**src/core/srg_pkg.sv**
```systemverilog
// Purpose: Shared constants and types for the switch route gate and lock block.
// Assumes: Port 0 is the upstream port; ports 1 to 5 face downstream.
// Notes:   Both ends of the packet channel use these definitions.
package srg_pkg;

  // Port count and the width of a port number.
  localparam int unsigned NUM_PORTS = 6;
  localparam int unsigned PORT_W    = 3;

  // The upstream port number.
  localparam logic [PORT_W-1:0] UP_PORT = 3'h0;

  // Reset values of control state.
  localparam logic                 PEER_BLOCK_RST = 1'b0;
  localparam logic [NUM_PORTS-1:0] ROUTE_MASK_RST = 6'h00;
  localparam logic [PORT_W-1:0]    LOCK_PORT_RST  = 3'h0;

  // Packet kinds presented on the channel.
  typedef enum logic [3:0] {
    SRG_KIND_MWR    = 4'h0,
    SRG_KIND_MRD    = 4'h1,
    SRG_KIND_MRDLK  = 4'h2,
    SRG_KIND_CPL    = 4'h3,
    SRG_KIND_CPLDLK = 4'h4,
    SRG_KIND_CPLLK  = 4'h5,
    SRG_KIND_UNLOCK = 4'h6,
    SRG_KIND_MSG    = 4'h7,
    SRG_KIND_CFG    = 4'h8
  } srg_kind_t;

  // Lock state machine, one-hot.
  typedef enum logic [2:0] {
    SRG_ST_FREE   = 3'b001,
    SRG_ST_PORT   = 3'b010,
    SRG_ST_SWITCH = 3'b100
  } srg_lock_t;

  // One route-disable row: bit p blocks forwarding to port p.
  typedef logic [NUM_PORTS-1:0] srg_row_t;

endpackage

```
**src/core/srg_if.sv**
```systemverilog
// Purpose: Packet channel between the traffic side and the route gate.
// Assumes: Both parties run on the same switch core clock.
// Notes:   Requests stand until pkt_ready; results are one-cycle pulses.
`timescale 1ns/1ps
interface srg_if;

  // Request offered by the traffic side.
  logic                           pkt_valid;
  logic [srg_pkg::PORT_W-1:0]     pkt_src;
  logic [srg_pkg::PORT_W-1:0]     pkt_dst;
  srg_pkg::srg_kind_t             pkt_kind;
  logic                           pkt_local;
  logic [srg_pkg::NUM_PORTS-1:0]  posted_busy;

  // Answer from the gate.
  logic                           pkt_ready;
  logic                           res_fwd;
  logic                           res_ur;
  logic [srg_pkg::PORT_W-1:0]     res_port;

  // Lock state seen by the traffic side.
  logic                           port_locked;
  logic                           switch_locked;
  logic [srg_pkg::PORT_W-1:0]     lock_port;

  modport dev (
    input  pkt_valid, pkt_src, pkt_dst, pkt_kind, pkt_local, posted_busy,
    output pkt_ready, res_fwd, res_ur, res_port, port_locked, switch_locked, lock_port
  );

  modport root (
    output pkt_valid, pkt_src, pkt_dst, pkt_kind, pkt_local, posted_busy,
    input  pkt_ready, res_fwd, res_ur, res_port, port_locked, switch_locked, lock_port
  );

endinterface

```
**src/core/srg_gate.sv**
```systemverilog
// Purpose: Route permission and bus-lock control for a multi-port switch.
// Assumes: Port 0 is upstream; queue occupancy arrives as posted_busy flags.
// Notes:   Holding a packet is done by keeping pkt_ready low.
`timescale 1ns/1ps
module srg_gate (
  // Clock, reset and enable.
  input  wire logic                                         i_clock,
  input  wire logic                                         i_resetn,
  input  wire logic                                         i_clk_en,
  // Configuration from the switch control and route control registers.
  input  wire logic                                         i_peer_forward_block,
  input  wire logic [srg_pkg::NUM_PORTS*srg_pkg::NUM_PORTS-1:0] i_route_disable_mask,
  // Status for the switch status register.
  output logic                                              o_switch_locked_flag,
  output logic                                              o_port_locked,
  output logic [srg_pkg::PORT_W-1:0]                        o_lock_port,
  // Channel to the traffic side.
  srg_if.dev                                                chan
);

  // Registered configuration, one row per port.
  logic                 switch_control_reg_r;
  srg_pkg::srg_row_t    port_route_control_reg_r [srg_pkg::NUM_PORTS];

  // Lock state.
  srg_pkg::srg_lock_t           state_r;
  srg_pkg::srg_lock_t           state_nxt;
  logic [srg_pkg::PORT_W-1:0]   lock_port_r;
  logic [srg_pkg::PORT_W-1:0]   lock_port_nxt;

  // Result pulses.
  logic                         fwd_r;
  logic                         ur_r;
  logic [srg_pkg::PORT_W-1:0]   res_port_r;
  logic [srg_pkg::PORT_W-1:0]   res_port_nxt;

  // Request decode.
  logic src_up;
  logic dst_up;
  logic src_ok;
  logic dst_ok;
  logic self_route;
  logic peer_route;
  logic peer_ur;
  logic mask_bit;
  logic mask_ur;
  logic is_ur;
  logic st_free;
  logic st_port;
  logic st_switch;
  logic to_lock_port;
  logic from_lock_port;
  logic port_block;
  logic switch_block;
  logic order_stall;
  logic hold;
  logic take;
  logic take_fwd;
  logic lock_start;
  logic lock_grow;
  logic unlock_take;

  // Configuration capture; a row per port so each mask sits with its owner.
  always_ff @(posedge i_clock or negedge i_resetn) begin
    if (!i_resetn) begin
      switch_control_reg_r <= srg_pkg::PEER_BLOCK_RST;
    end else if (i_clk_en) begin
      switch_control_reg_r <= i_peer_forward_block;
    end
  end

  genvar gp;
  generate
    for (gp = 0; gp < srg_pkg::NUM_PORTS; gp++) begin : g_row
      // Row gp blocks traffic leaving port gp toward the indexed ports.
      always_ff @(posedge i_clock or negedge i_resetn) begin
        if (!i_resetn) begin
          port_route_control_reg_r[gp] <= srg_pkg::ROUTE_MASK_RST;
        end else if (i_clk_en) begin
          port_route_control_reg_r[gp] <=
            i_route_disable_mask[gp*srg_pkg::NUM_PORTS +: srg_pkg::NUM_PORTS];
        end
      end
    end
  endgenerate

  // Port classification of the offered packet.
  assign src_up     = (chan.pkt_src == srg_pkg::UP_PORT);
  assign dst_up     = (chan.pkt_dst == srg_pkg::UP_PORT);
  assign src_ok     = (chan.pkt_src < srg_pkg::PORT_W'(srg_pkg::NUM_PORTS));
  assign dst_ok     = (chan.pkt_dst < srg_pkg::PORT_W'(srg_pkg::NUM_PORTS));
  assign self_route = (chan.pkt_src == chan.pkt_dst);
  assign peer_route = !src_up && !dst_up && !self_route;

  // Only downstream-to-other-downstream routes are subject to either filter.
  assign peer_ur  = switch_control_reg_r && peer_route;
  assign mask_bit = (src_ok && dst_ok) ? port_route_control_reg_r[chan.pkt_src][chan.pkt_dst] : 1'b0;
  assign mask_ur  = mask_bit && peer_route;
  assign is_ur    = (peer_ur || mask_ur) && !chan.pkt_local;

  // Lock blocking; locally inserted messages are never blocked.
  assign st_free        = (state_r == srg_pkg::SRG_ST_FREE);
  assign st_port        = (state_r == srg_pkg::SRG_ST_PORT);
  assign st_switch      = (state_r == srg_pkg::SRG_ST_SWITCH);
  assign to_lock_port   = (chan.pkt_dst == lock_port_r);
  assign from_lock_port = (chan.pkt_src == lock_port_r);
  assign port_block     = !st_free && to_lock_port && !src_up && !chan.pkt_local;
  assign switch_block   = st_switch && !src_up && !from_lock_port && !chan.pkt_local &&
                          (dst_up || to_lock_port);

  // Ordering: a locked read, locked completion with data or unlock waits behind posted requests ahead of it.
  assign order_stall =
    ((chan.pkt_kind == srg_pkg::SRG_KIND_MRDLK) && dst_ok && chan.posted_busy[chan.pkt_dst]) ||
    ((chan.pkt_kind == srg_pkg::SRG_KIND_CPLDLK) && src_ok && chan.posted_busy[chan.pkt_src]) ||
    ((chan.pkt_kind == srg_pkg::SRG_KIND_UNLOCK) && chan.posted_busy[srg_pkg::UP_PORT]);

  // A held packet stays offered; nothing on the traffic side retires it.
  assign hold     = port_block || switch_block || order_stall;
  assign take     = chan.pkt_valid && !hold;
  assign take_fwd = take && !is_ur;

  // Lock events, each taken only from the party allowed to cause it.
  assign lock_start  = take_fwd && st_free && src_up && !dst_up &&
                       (chan.pkt_kind == srg_pkg::SRG_KIND_MRDLK);
  assign lock_grow   = take_fwd && st_port && from_lock_port &&
                       (chan.pkt_kind == srg_pkg::SRG_KIND_CPLDLK);
  assign unlock_take = take_fwd && src_up && !st_free &&
                       (chan.pkt_kind == srg_pkg::SRG_KIND_UNLOCK);

  // Next lock state; a failed completion leaves the port lock in place.
  always_comb begin
    state_nxt     = state_r;
    lock_port_nxt = lock_port_r;
    unique case (state_r)
      srg_pkg::SRG_ST_FREE: begin
        if (lock_start) begin
          state_nxt     = srg_pkg::SRG_ST_PORT;
          lock_port_nxt = chan.pkt_dst;
        end
      end
      srg_pkg::SRG_ST_PORT: begin
        if (unlock_take) begin
          state_nxt     = srg_pkg::SRG_ST_FREE;
          lock_port_nxt = srg_pkg::LOCK_PORT_RST;
        end else if (lock_grow) begin
          state_nxt = srg_pkg::SRG_ST_SWITCH;
        end
      end
      srg_pkg::SRG_ST_SWITCH: begin
        if (unlock_take) begin
          state_nxt     = srg_pkg::SRG_ST_FREE;
          lock_port_nxt = srg_pkg::LOCK_PORT_RST;
        end
      end
      default: begin
        state_nxt     = srg_pkg::SRG_ST_FREE;
        lock_port_nxt = srg_pkg::LOCK_PORT_RST;
      end
    endcase
  end

  // Unlock goes to whichever port holds the lock, whatever its address says.
  assign res_port_nxt = unlock_take ? lock_port_r : chan.pkt_dst;

  // Lock state registers; nothing else in the switch changes them.
  always_ff @(posedge i_clock or negedge i_resetn) begin
    if (!i_resetn) begin
      state_r     <= srg_pkg::SRG_ST_FREE;
      lock_port_r <= srg_pkg::LOCK_PORT_RST;
    end else if (i_clk_en) begin
      state_r     <= state_nxt;
      lock_port_r <= lock_port_nxt;
    end
  end

  // Result pulses for each taken packet.
  always_ff @(posedge i_clock or negedge i_resetn) begin
    if (!i_resetn) begin
      fwd_r      <= 1'b0;
      ur_r       <= 1'b0;
      res_port_r <= srg_pkg::LOCK_PORT_RST;
    end else if (i_clk_en) begin
      fwd_r      <= take_fwd;
      ur_r       <= take && is_ur;
      res_port_r <= res_port_nxt;
    end
  end

  // Channel answer. Ready is combinational so a hold costs no extra cycle.
  assign chan.pkt_ready     = !hold && i_clk_en;
  assign chan.res_fwd       = fwd_r;
  assign chan.res_ur        = ur_r;
  assign chan.res_port      = res_port_r;
  assign chan.port_locked   = st_port;
  assign chan.switch_locked = st_switch;
  assign chan.lock_port     = lock_port_r;

  // Status is a plain level; the sideband path never passes through this gate.
  assign o_switch_locked_flag = st_switch;
  assign o_port_locked        = st_port;
  assign o_lock_port          = lock_port_r;

endmodule

```
**src/flat_wrapper.sv**
```systemverilog
// flat-port wrapper written by rule: the top's interface ports become plain ports
module srg_gate_flat 
  (i_clock, i_resetn, i_clk_en, i_peer_forward_block, i_route_disable_mask, o_switch_locked_flag, o_port_locked, o_lock_port, chan_pkt_valid, chan_pkt_src, chan_pkt_dst, chan_pkt_kind, chan_pkt_local, chan_posted_busy, chan_pkt_ready, chan_res_fwd, chan_res_ur, chan_res_port, chan_port_locked, chan_switch_locked, chan_lock_port);
  srg_if chan_i ();
  input  wire logic i_clock;
  input  wire logic i_resetn;
  input  wire logic i_clk_en;
  input  wire logic i_peer_forward_block;
  input  wire logic [srg_pkg::NUM_PORTS*srg_pkg::NUM_PORTS-1:0] i_route_disable_mask;
  output logic o_switch_locked_flag;
  output logic o_port_locked;
  output logic [srg_pkg::PORT_W-1:0] o_lock_port;
  input wire logic [$bits(chan_i.pkt_valid)-1:0] chan_pkt_valid;
  input wire logic [$bits(chan_i.pkt_src)-1:0] chan_pkt_src;
  input wire logic [$bits(chan_i.pkt_dst)-1:0] chan_pkt_dst;
  input wire logic [$bits(chan_i.pkt_kind)-1:0] chan_pkt_kind;
  input wire logic [$bits(chan_i.pkt_local)-1:0] chan_pkt_local;
  input wire logic [$bits(chan_i.posted_busy)-1:0] chan_posted_busy;
  output wire logic [$bits(chan_i.pkt_ready)-1:0] chan_pkt_ready;
  output wire logic [$bits(chan_i.res_fwd)-1:0] chan_res_fwd;
  output wire logic [$bits(chan_i.res_ur)-1:0] chan_res_ur;
  output wire logic [$bits(chan_i.res_port)-1:0] chan_res_port;
  output wire logic [$bits(chan_i.port_locked)-1:0] chan_port_locked;
  output wire logic [$bits(chan_i.switch_locked)-1:0] chan_switch_locked;
  output wire logic [$bits(chan_i.lock_port)-1:0] chan_lock_port;
  assign chan_i.pkt_valid = chan_pkt_valid;
  assign chan_i.pkt_src = chan_pkt_src;
  assign chan_i.pkt_dst = chan_pkt_dst;
  assign chan_i.pkt_kind = chan_pkt_kind;
  assign chan_i.pkt_local = chan_pkt_local;
  assign chan_i.posted_busy = chan_posted_busy;
  assign chan_pkt_ready = chan_i.pkt_ready;
  assign chan_res_fwd = chan_i.res_fwd;
  assign chan_res_ur = chan_i.res_ur;
  assign chan_res_port = chan_i.res_port;
  assign chan_port_locked = chan_i.port_locked;
  assign chan_switch_locked = chan_i.switch_locked;
  assign chan_lock_port = chan_i.lock_port;
  srg_gate u_core (.i_clock(i_clock), .i_resetn(i_resetn), .i_clk_en(i_clk_en), .i_peer_forward_block(i_peer_forward_block), .i_route_disable_mask(i_route_disable_mask), .o_switch_locked_flag(o_switch_locked_flag), .o_port_locked(o_port_locked), .o_lock_port(o_lock_port), .chan(chan_i));
endmodule
```
**config.mk**
```make
export PLATFORM = sky130hd
export DESIGN_NAME = srg_gate_flat
export DESIGN_NICKNAME = d
export VERILOG_FILES = /design/src/core/srg_pkg.sv /design/src/core/srg_if.sv /design/src/core/srg_gate.sv /design/src/flat_wrapper.sv
export SDC_FILE = /design/constraint.sdc
export NUM_CORES = 1
export LEC_CHECK = 0
export ABC_CLOCK_PERIOD_IN_PS = 4900
export BUFFER_PORTS_ARGS = -buffer_cell sky130_fd_sc_hd__buf_4
export CORE_MARGIN = 2
export CORE_UTILIZATION = 50
export CTS_CLUSTER_SIZE = 12
export DETAILED_ROUTE_END_ITERATION = 7
export PLACE_DENSITY = 0.77
export SLEW_MARGIN = 20
export SYNTH_ARGS = -nofsm -noshare
export SYNTH_HDL_FRONTEND = slang
export SYNTH_SLANG_ARGS = --single-unit
```
**constraint.sdc**
```tcl
create_clock -name i_clock -period 4.9 [get_ports i_clock]
set_input_delay 0.98 -clock i_clock [delete_from_list [all_inputs] [get_ports i_clock]]
set_output_delay 0.98 -clock i_clock [all_outputs]
set_load 0.02 [all_outputs]
```
==> results.yml, run 1 <==
power:
  p_per_area_nw_per_um2: 283
  power_w: 0.000939
  p_leak_nw: 1.52
  vdd_drop_max_uv: 174
cts:
  cts_tree: "yes"
  cts_root_buffer: "clkbuf_8"
  cts.clk_slew.worst_paths_ps: 90
  cts.sinks: 48
  clockBufferDepth: 2
  cts_resized: 0
  clkLatencyLatePin_ps: 300
  htree_num_levels: 2
  numCtsBuffers: 5
  post_cts_buffers: 0
  ctsHoldBuffers: 0
critical_path:
  r2r_setup_slack_ps: 2470
  setup.worst_path.start_class: "primary input"
  max_stage_delay_ps: 570
  reg2reg_depth: 7
  slowest_stage: "mux4_2"
  cp_common_cell: "buf_4"
  r2r_end: "u_core.state_r[1]"
  crit_arrival_ps: 2520
  critPathCaptureType: "output pin"
  cp_data_required_time_ps: 3920
  rr_startpoint: "u_core.state_r[0]"
  crit_chain: "buf_4 -> mux4_2 -> a21oi_2 -> o22ai_2 -> nor3_1 -> buf_4"
  critPathMaxFanout: 24
  path_class: "in2out"
placed_design:
  gp_congestion: 0.890
  dpl_cell_area_sq_um: 3210
  io_buffers: 73
  dp_hpwl_um: 4170
route:
  drc: 0
  post_drt_wl_per_cell_um: 15.3
  avgViaCountPerCell: 5.61
  drt_iter0_drc: 107
  antenna_left: 0
  first_pass_iters: 4
  routed_wl_um: 5650
  vias: 2075
sta:
  slew_headroom_pct: 55.3
  fmax_ghz: 0.286
  finalMaxSlewViolations: 0
  finClkSkew_ps: 6.95
  tightest_slew_ps: 666
  finalCritPeriodShare_pct: 71.4
  grt_setup_unrepaired: "false"
  tns_ps: 0
  hold_viol: 0
  min_period_ps: 3500
  final-setup-viol-count: 0
global_route:
  grt_pass1_wl_um: 10100
  grt-ovfl-total: 0
  grt_pass1_vias: 2071
  grt_usage_pct: 20.7
  grt_antenna_before_repair: 0
  grt_max_degree: 55
finish:
  stdcell_area_sq_um: 3320
  final_layout_size_suffix_gt1_share_pct: 42.7
  utilization_pct: 64.1
  diodes: 0
  syn_to_final_growth_pct: 22.4
  fill_cells: 426
  fin_nets: 357
run_status:
  status: "complete, no violations"
synth:
  synth-warning-count: 0
  ys_seq_area_share_pct: 44.4
  syn_inst: 239
  synthXorXnorAreaFrac_pct: 3.23
  synth_common_cells: "dfrtp_1 (47), mux2_2 (37), mux2i_1 (18)"
  syn_avg_cell_area_sq_um: 11.3
  synth-compound-area-share_pct: 9.15
  synthesis.area_sq_um: 2710
  ys.flop_type: "dfrtp_1"
  yosysTopAreaCellShare_pct: 43.4
  synth-simple-area-share_pct: 10.1
  synth_nets: 297
  yosys.area.top_type: "dfrtp_1"
  synth-edff-count: 0
  yosysMostFrequentCell: "dfrtp_1"
  synth.mux.area_fraction_pct: 26.2
  synth_cell_types: 44
  synthAdderAreaFrac_pct: 0
  synthArstFlopShare_pct: 100
  synth-seq-cells: 48
  synth_top_family_by_area: "multiplexers"
  synth_top_cells_by_area: "dfrtp_1 (43%), mux2_2 (15%), mux2i_1 (6.7%)"
worst_hold_path:
  whs_path_depth: 2
  hold_path_class: "reg2reg"
  worstHoldStart: "u_core.state_r[0]"
  holdPathEnd: "u_core.state_r[0]"
floorplan:
  boundaryPins: 74
  die_x_um: 77.6
  rows: 26
  start_util_pct: 52.4
  core_sq_um: 5170
  die-area_sq_um: 6020
  die-height_um: 77.6
flow_run:
  maxCapViolCount: 0
-- cell usage in the layout (no fill, tap or decap), types with 2 or more instances in the layout --
cell / Yosys / routed
a221o_1: 2 / 2
nor3_1: 12 / 12
nand4_1: 3 / 3
nand2b_1: 3 / 3
mux2_2: 37 / 37
xor2_1: 6 / 6
xnor2_1: 4 / 4
nor2b_1: 2 / 2
nand2_1: 11 / 11
dfrtp_1: 47 / 47
clkbuf_8: 0 / 5
o31ai_1: 2 / 2
nand3_1: 7 / 7
nor3b_1: 2 / 2
buf_4: 6 / 73
inv_1: 13 / 13
o211ai_1: 2 / 2
a31oi_1: 2 / 2
mux2i_1: 18 / 18
or4_1: 2 / 2
a21oi_1: 7 / 7
nor2_1: 7 / 7
mux4_2: 5 / 5
o21ai_0: 8 / 8
-- where the power goes --
part / total [W] / switching, W / internal, W
clock: 0.000284 / 0.000133 / 0.000151
sequential: 0.000460 / 0.0000271 / 0.000433
combinational: 0.000194 / 0.0000881 / 0.000106
total: 0.000939 / 0.000248 / 0.000690
-- through the flow --
step | std cells | setup slack [ps] | hold slack [ps]
finish | 370 | 1400 | 499
global route | 370 | 1300 | 520
CTS | 370 | 1390 | 501
detailed placement | 362 | 1390 | 486
global placement | 362 | 1430 | 487
floorplan | 239 | 1530 | 469
-- worst max path at each step --
stage	startpoint	end	slack, ps	cells past startpoint
finish	chan_pkt_src[0]	chan_pkt_ready	1400	6
global route	chan_pkt_src[0]	chan_pkt_ready	1300	6
CTS	chan_pkt_src[0]	chan_pkt_ready	1390	6
detailed placement	chan_pkt_src[0]	chan_pkt_ready	1390	6
global placement	chan_pkt_src[0]	chan_pkt_ready	1430	6
floorplan	chan_pkt_src[1]	chan_pkt_ready	1530	5
-- registers in the layout, summed over array words and instances (netlist names) --
register / flops
u_core.port_route_control_reg_r: 36
u_core.chan.lock_port: 3
u_core.chan.res_port: 3
u_core.state_r: 3
u_core.chan.res_fwd: 1
u_core.chan.res_ur: 1
u_core.switch_control_reg_r: 1
-- cells by family after synthesis --
logic type,after synthesis
compound gates,35
xor+xnor,10
buf+inv,33
flops,48
mux,60
simple gates,53
-- metal layers --
layer	up-vias	wire length (um)	GRT usage, %
met3	7	340	5.00
met2	71	2600	31.9
met1	1020	2660	29.2
met5	-	0	0
li1	977	-	-
met4	0	55	5.89
-- critical path: cells and delay by family --
family          cells  cell delay (ps)
mux                 1              570
buf+inv             2              480
simple gates        1              200
compound gates      2              290
-- final cells by class --
cell class                 instances  area [sq um]  area share [%]
tap                               70          87.6            2.64
multi-input combinational        158          1320            39.8
timing repair buffer              73           548            16.5
inverter                          13          48.8            1.47
clock inverter                     3          42.5            1.28
clock buffer                       5          68.8            2.07
sequential                        48          1200            36.3
No activity file was read; power rests on OpenSTA's default activity.
==> inputs of run 2 (changes only) <==
ABC_CLOCK_PERIOD_IN_PS = 3200   (was 4900)
CORE_UTILIZATION = 47   (was 50)
PLACE_DENSITY = 0.76   (was 0.77)
clock period = 3.2 ns   (was 4.9 ns; I/O delays follow)
==> results.yml, run 2 (synthesized netlist as in run 1, its figures left out) <==
floorplan:
  start_util_pct: 48.9
  boundaryPins: 74
  core_sq_um: 5540
  rows: 27
  die_x_um: 79.9
  die-height_um: 79.9
  die-area_sq_um: 6390
route:
  antenna_left: 0
  routed-wl-met2_um: 3000
  first_pass_iters: 4
  routed_wl_um: 6000
  top_layer: "met4"
  post_drt_wl_per_cell_um: 16.0
  route.met3.wl_um: 395
  wl_met1_um: 2520
  drc: 0
  drt_iter0_drc: 127
  vias: 2098
  avgViaCountPerCell: 5.61
critical_path:
  setup.worst_path.start_class: "primary input"
  path_class: "in2out"
  critPathMaxFanout: 24
  reg2reg_depth: 6
  critPathLaunch: "chan_pkt_src[0]"
  crit_arrival_ps: 2150
  r2r_setup_slack_ps: 940
  crit_end: "chan_pkt_ready"
  critPathCaptureType: "output pin"
  cp_data_required_time_ps: 2560
  r2r_end: "u_core.state_r[1]"
  rr_startpoint: "u_core.state_r[1]"
finish:
  fin_nets: 359
  diodes: 0
  final_common_cell: "buf_4"
  largest_reg_flops: 36
  stdcell_area_sq_um: 3380
  layout_common_cells: "buf_4 (75), dfrtp_1 (47), mux2_2 (37)"
  final_layout_size_suffix_gt1_share_pct: 43.0
  syn_to_final_growth_pct: 24.8
  top_register: "u_core.port_route_control_reg_r"
  fill_cells: 474
cts:
  clkLatencyLatePin_ps: 300
  post_cts_buffers: 0
  ctsHoldBuffers: 0
  cts_root_buffer: "clkbuf_8"
  clockBufferDepth: 2
  htree_num_levels: 2
  cts.clk_slew.worst_paths_ps: 80
  numCtsBuffers: 5
  cts_resized: 0
  cts.sinks: 48
  cts_tree: "yes"
sta:
  final-setup-viol-count: 0
  slew_headroom_pct: 59.6
  fmax_ghz: 0.358
  finalMaxSlewViolations: 0
  tightest_slew_ps: 606
  holdWs_ps: 333
  min_period_ps: 2790
  hold_viol: 0
  tns_ps: 0
  finalCritPeriodShare_pct: 87.3
  grt_setup_unrepaired: "false"
  finClkSkew_ps: 5.94
placed_design:
  dpl_cell_area_sq_um: 3220
  gp_congestion: 0.873
  dp_hpwl_um: 4370
  io_buffers: 73
global_route:
  grt_pass1_vias: 2176
  grt_pass1_wl_um: 10200
  grt_max_degree: 54
  grt_usage_pct: 20.5
  grt_antenna_before_repair: 0
  grt-ovfl-total: 0
run_status:
  status: "complete, no violations"
flow_run:
  maxCapViolCount: 0
power:
  p_leak_nw: 1.56
  p_per_area_nw_per_um2: 472
  vdd_drop_max_uv: 299
worst_hold_path:
  hold_path_class: "in2async"
-- run 2: changes by cell type in the layout (fill, tap and decap cells not counted) --
| cell | before | now |
|---|---|---|
| buf_4 | 73 | 75 |
| bufinv_16 | 1 | 3 |
| clkinv_2 | 1 | 0 |
| clkinvlp_4 | 1 | 0 |
-- run 2: worst min path at each step --
stage | slack, ps | cells past startpoint | endpoint | startpoint
after floorplan | 340 | 0 | u_core.chan.lock_port[0] | i_resetn
after global placement | 490 | 1 | u_core.port_route_control_reg_r[17] | u_core.port_route_control_reg_r[17]
after detailed placement | 490 | 1 | u_core.port_route_control_reg_r[7] | u_core.port_route_control_reg_r[7]
after CTS | 370 | 1 | u_core.state_r[1] | i_resetn
after global routing | 390 | 1 | u_core.port_route_control_reg_r[20] | i_resetn
final | 330 | 1 | u_core.port_route_control_reg_r[12] | i_resetn
-- run 2: report_power, final --
part | internal [W] | switching (W) | leakage (nW)
clock network | 0.000390 | 0.000200 | 0.0784
registers | 0.000664 | 0.0000402 | 0.559
logic | 0.000163 | 0.000139 | 0.920
total | 0.00122 | 0.000379 | 1.56
-- run 2: through the flow --
stage               setup slack (ps)  utilization (%)  cells  power, W
floorplan                        511                -    239  0.000898
global placement                 355             58.2    366   0.00101
detailed placement               333             58.2    366   0.00102
CTS                              386             61.0    374   0.00161
global route                     347             61.0    374   0.00167
finish                           405             61.0    374   0.00160
-- run 2: cell type report --
type | instances | area [sq um] | share of cell area (%)
multi-input cells | 158 | 1320 | 39.0
flip-flops and latches | 48 | 1200 | 35.6
repair buffers | 75 | 563 | 16.6
clock inverters | 3 | 90.1 | 2.66
well taps | 72 | 90.1 | 2.66
clock buffers | 5 | 68.8 | 2.03
inverters | 13 | 48.8 | 1.44
-- run 2: critical path, stage by stage --
cell	delay, ps
buf_4	310
mux4_2	560
a21oi_2	160
o22ai_2	110
nor3_1	200
buf_4	170
-- run 2: layer usage --
layer / vias to the layer above / global-route usage, %
li1: 983 / -
met1: 1036 / 26.2
met2: 71 / 34.2
met3: 8 / 4.30
met4: 0 / 7.46
met5: - / 0
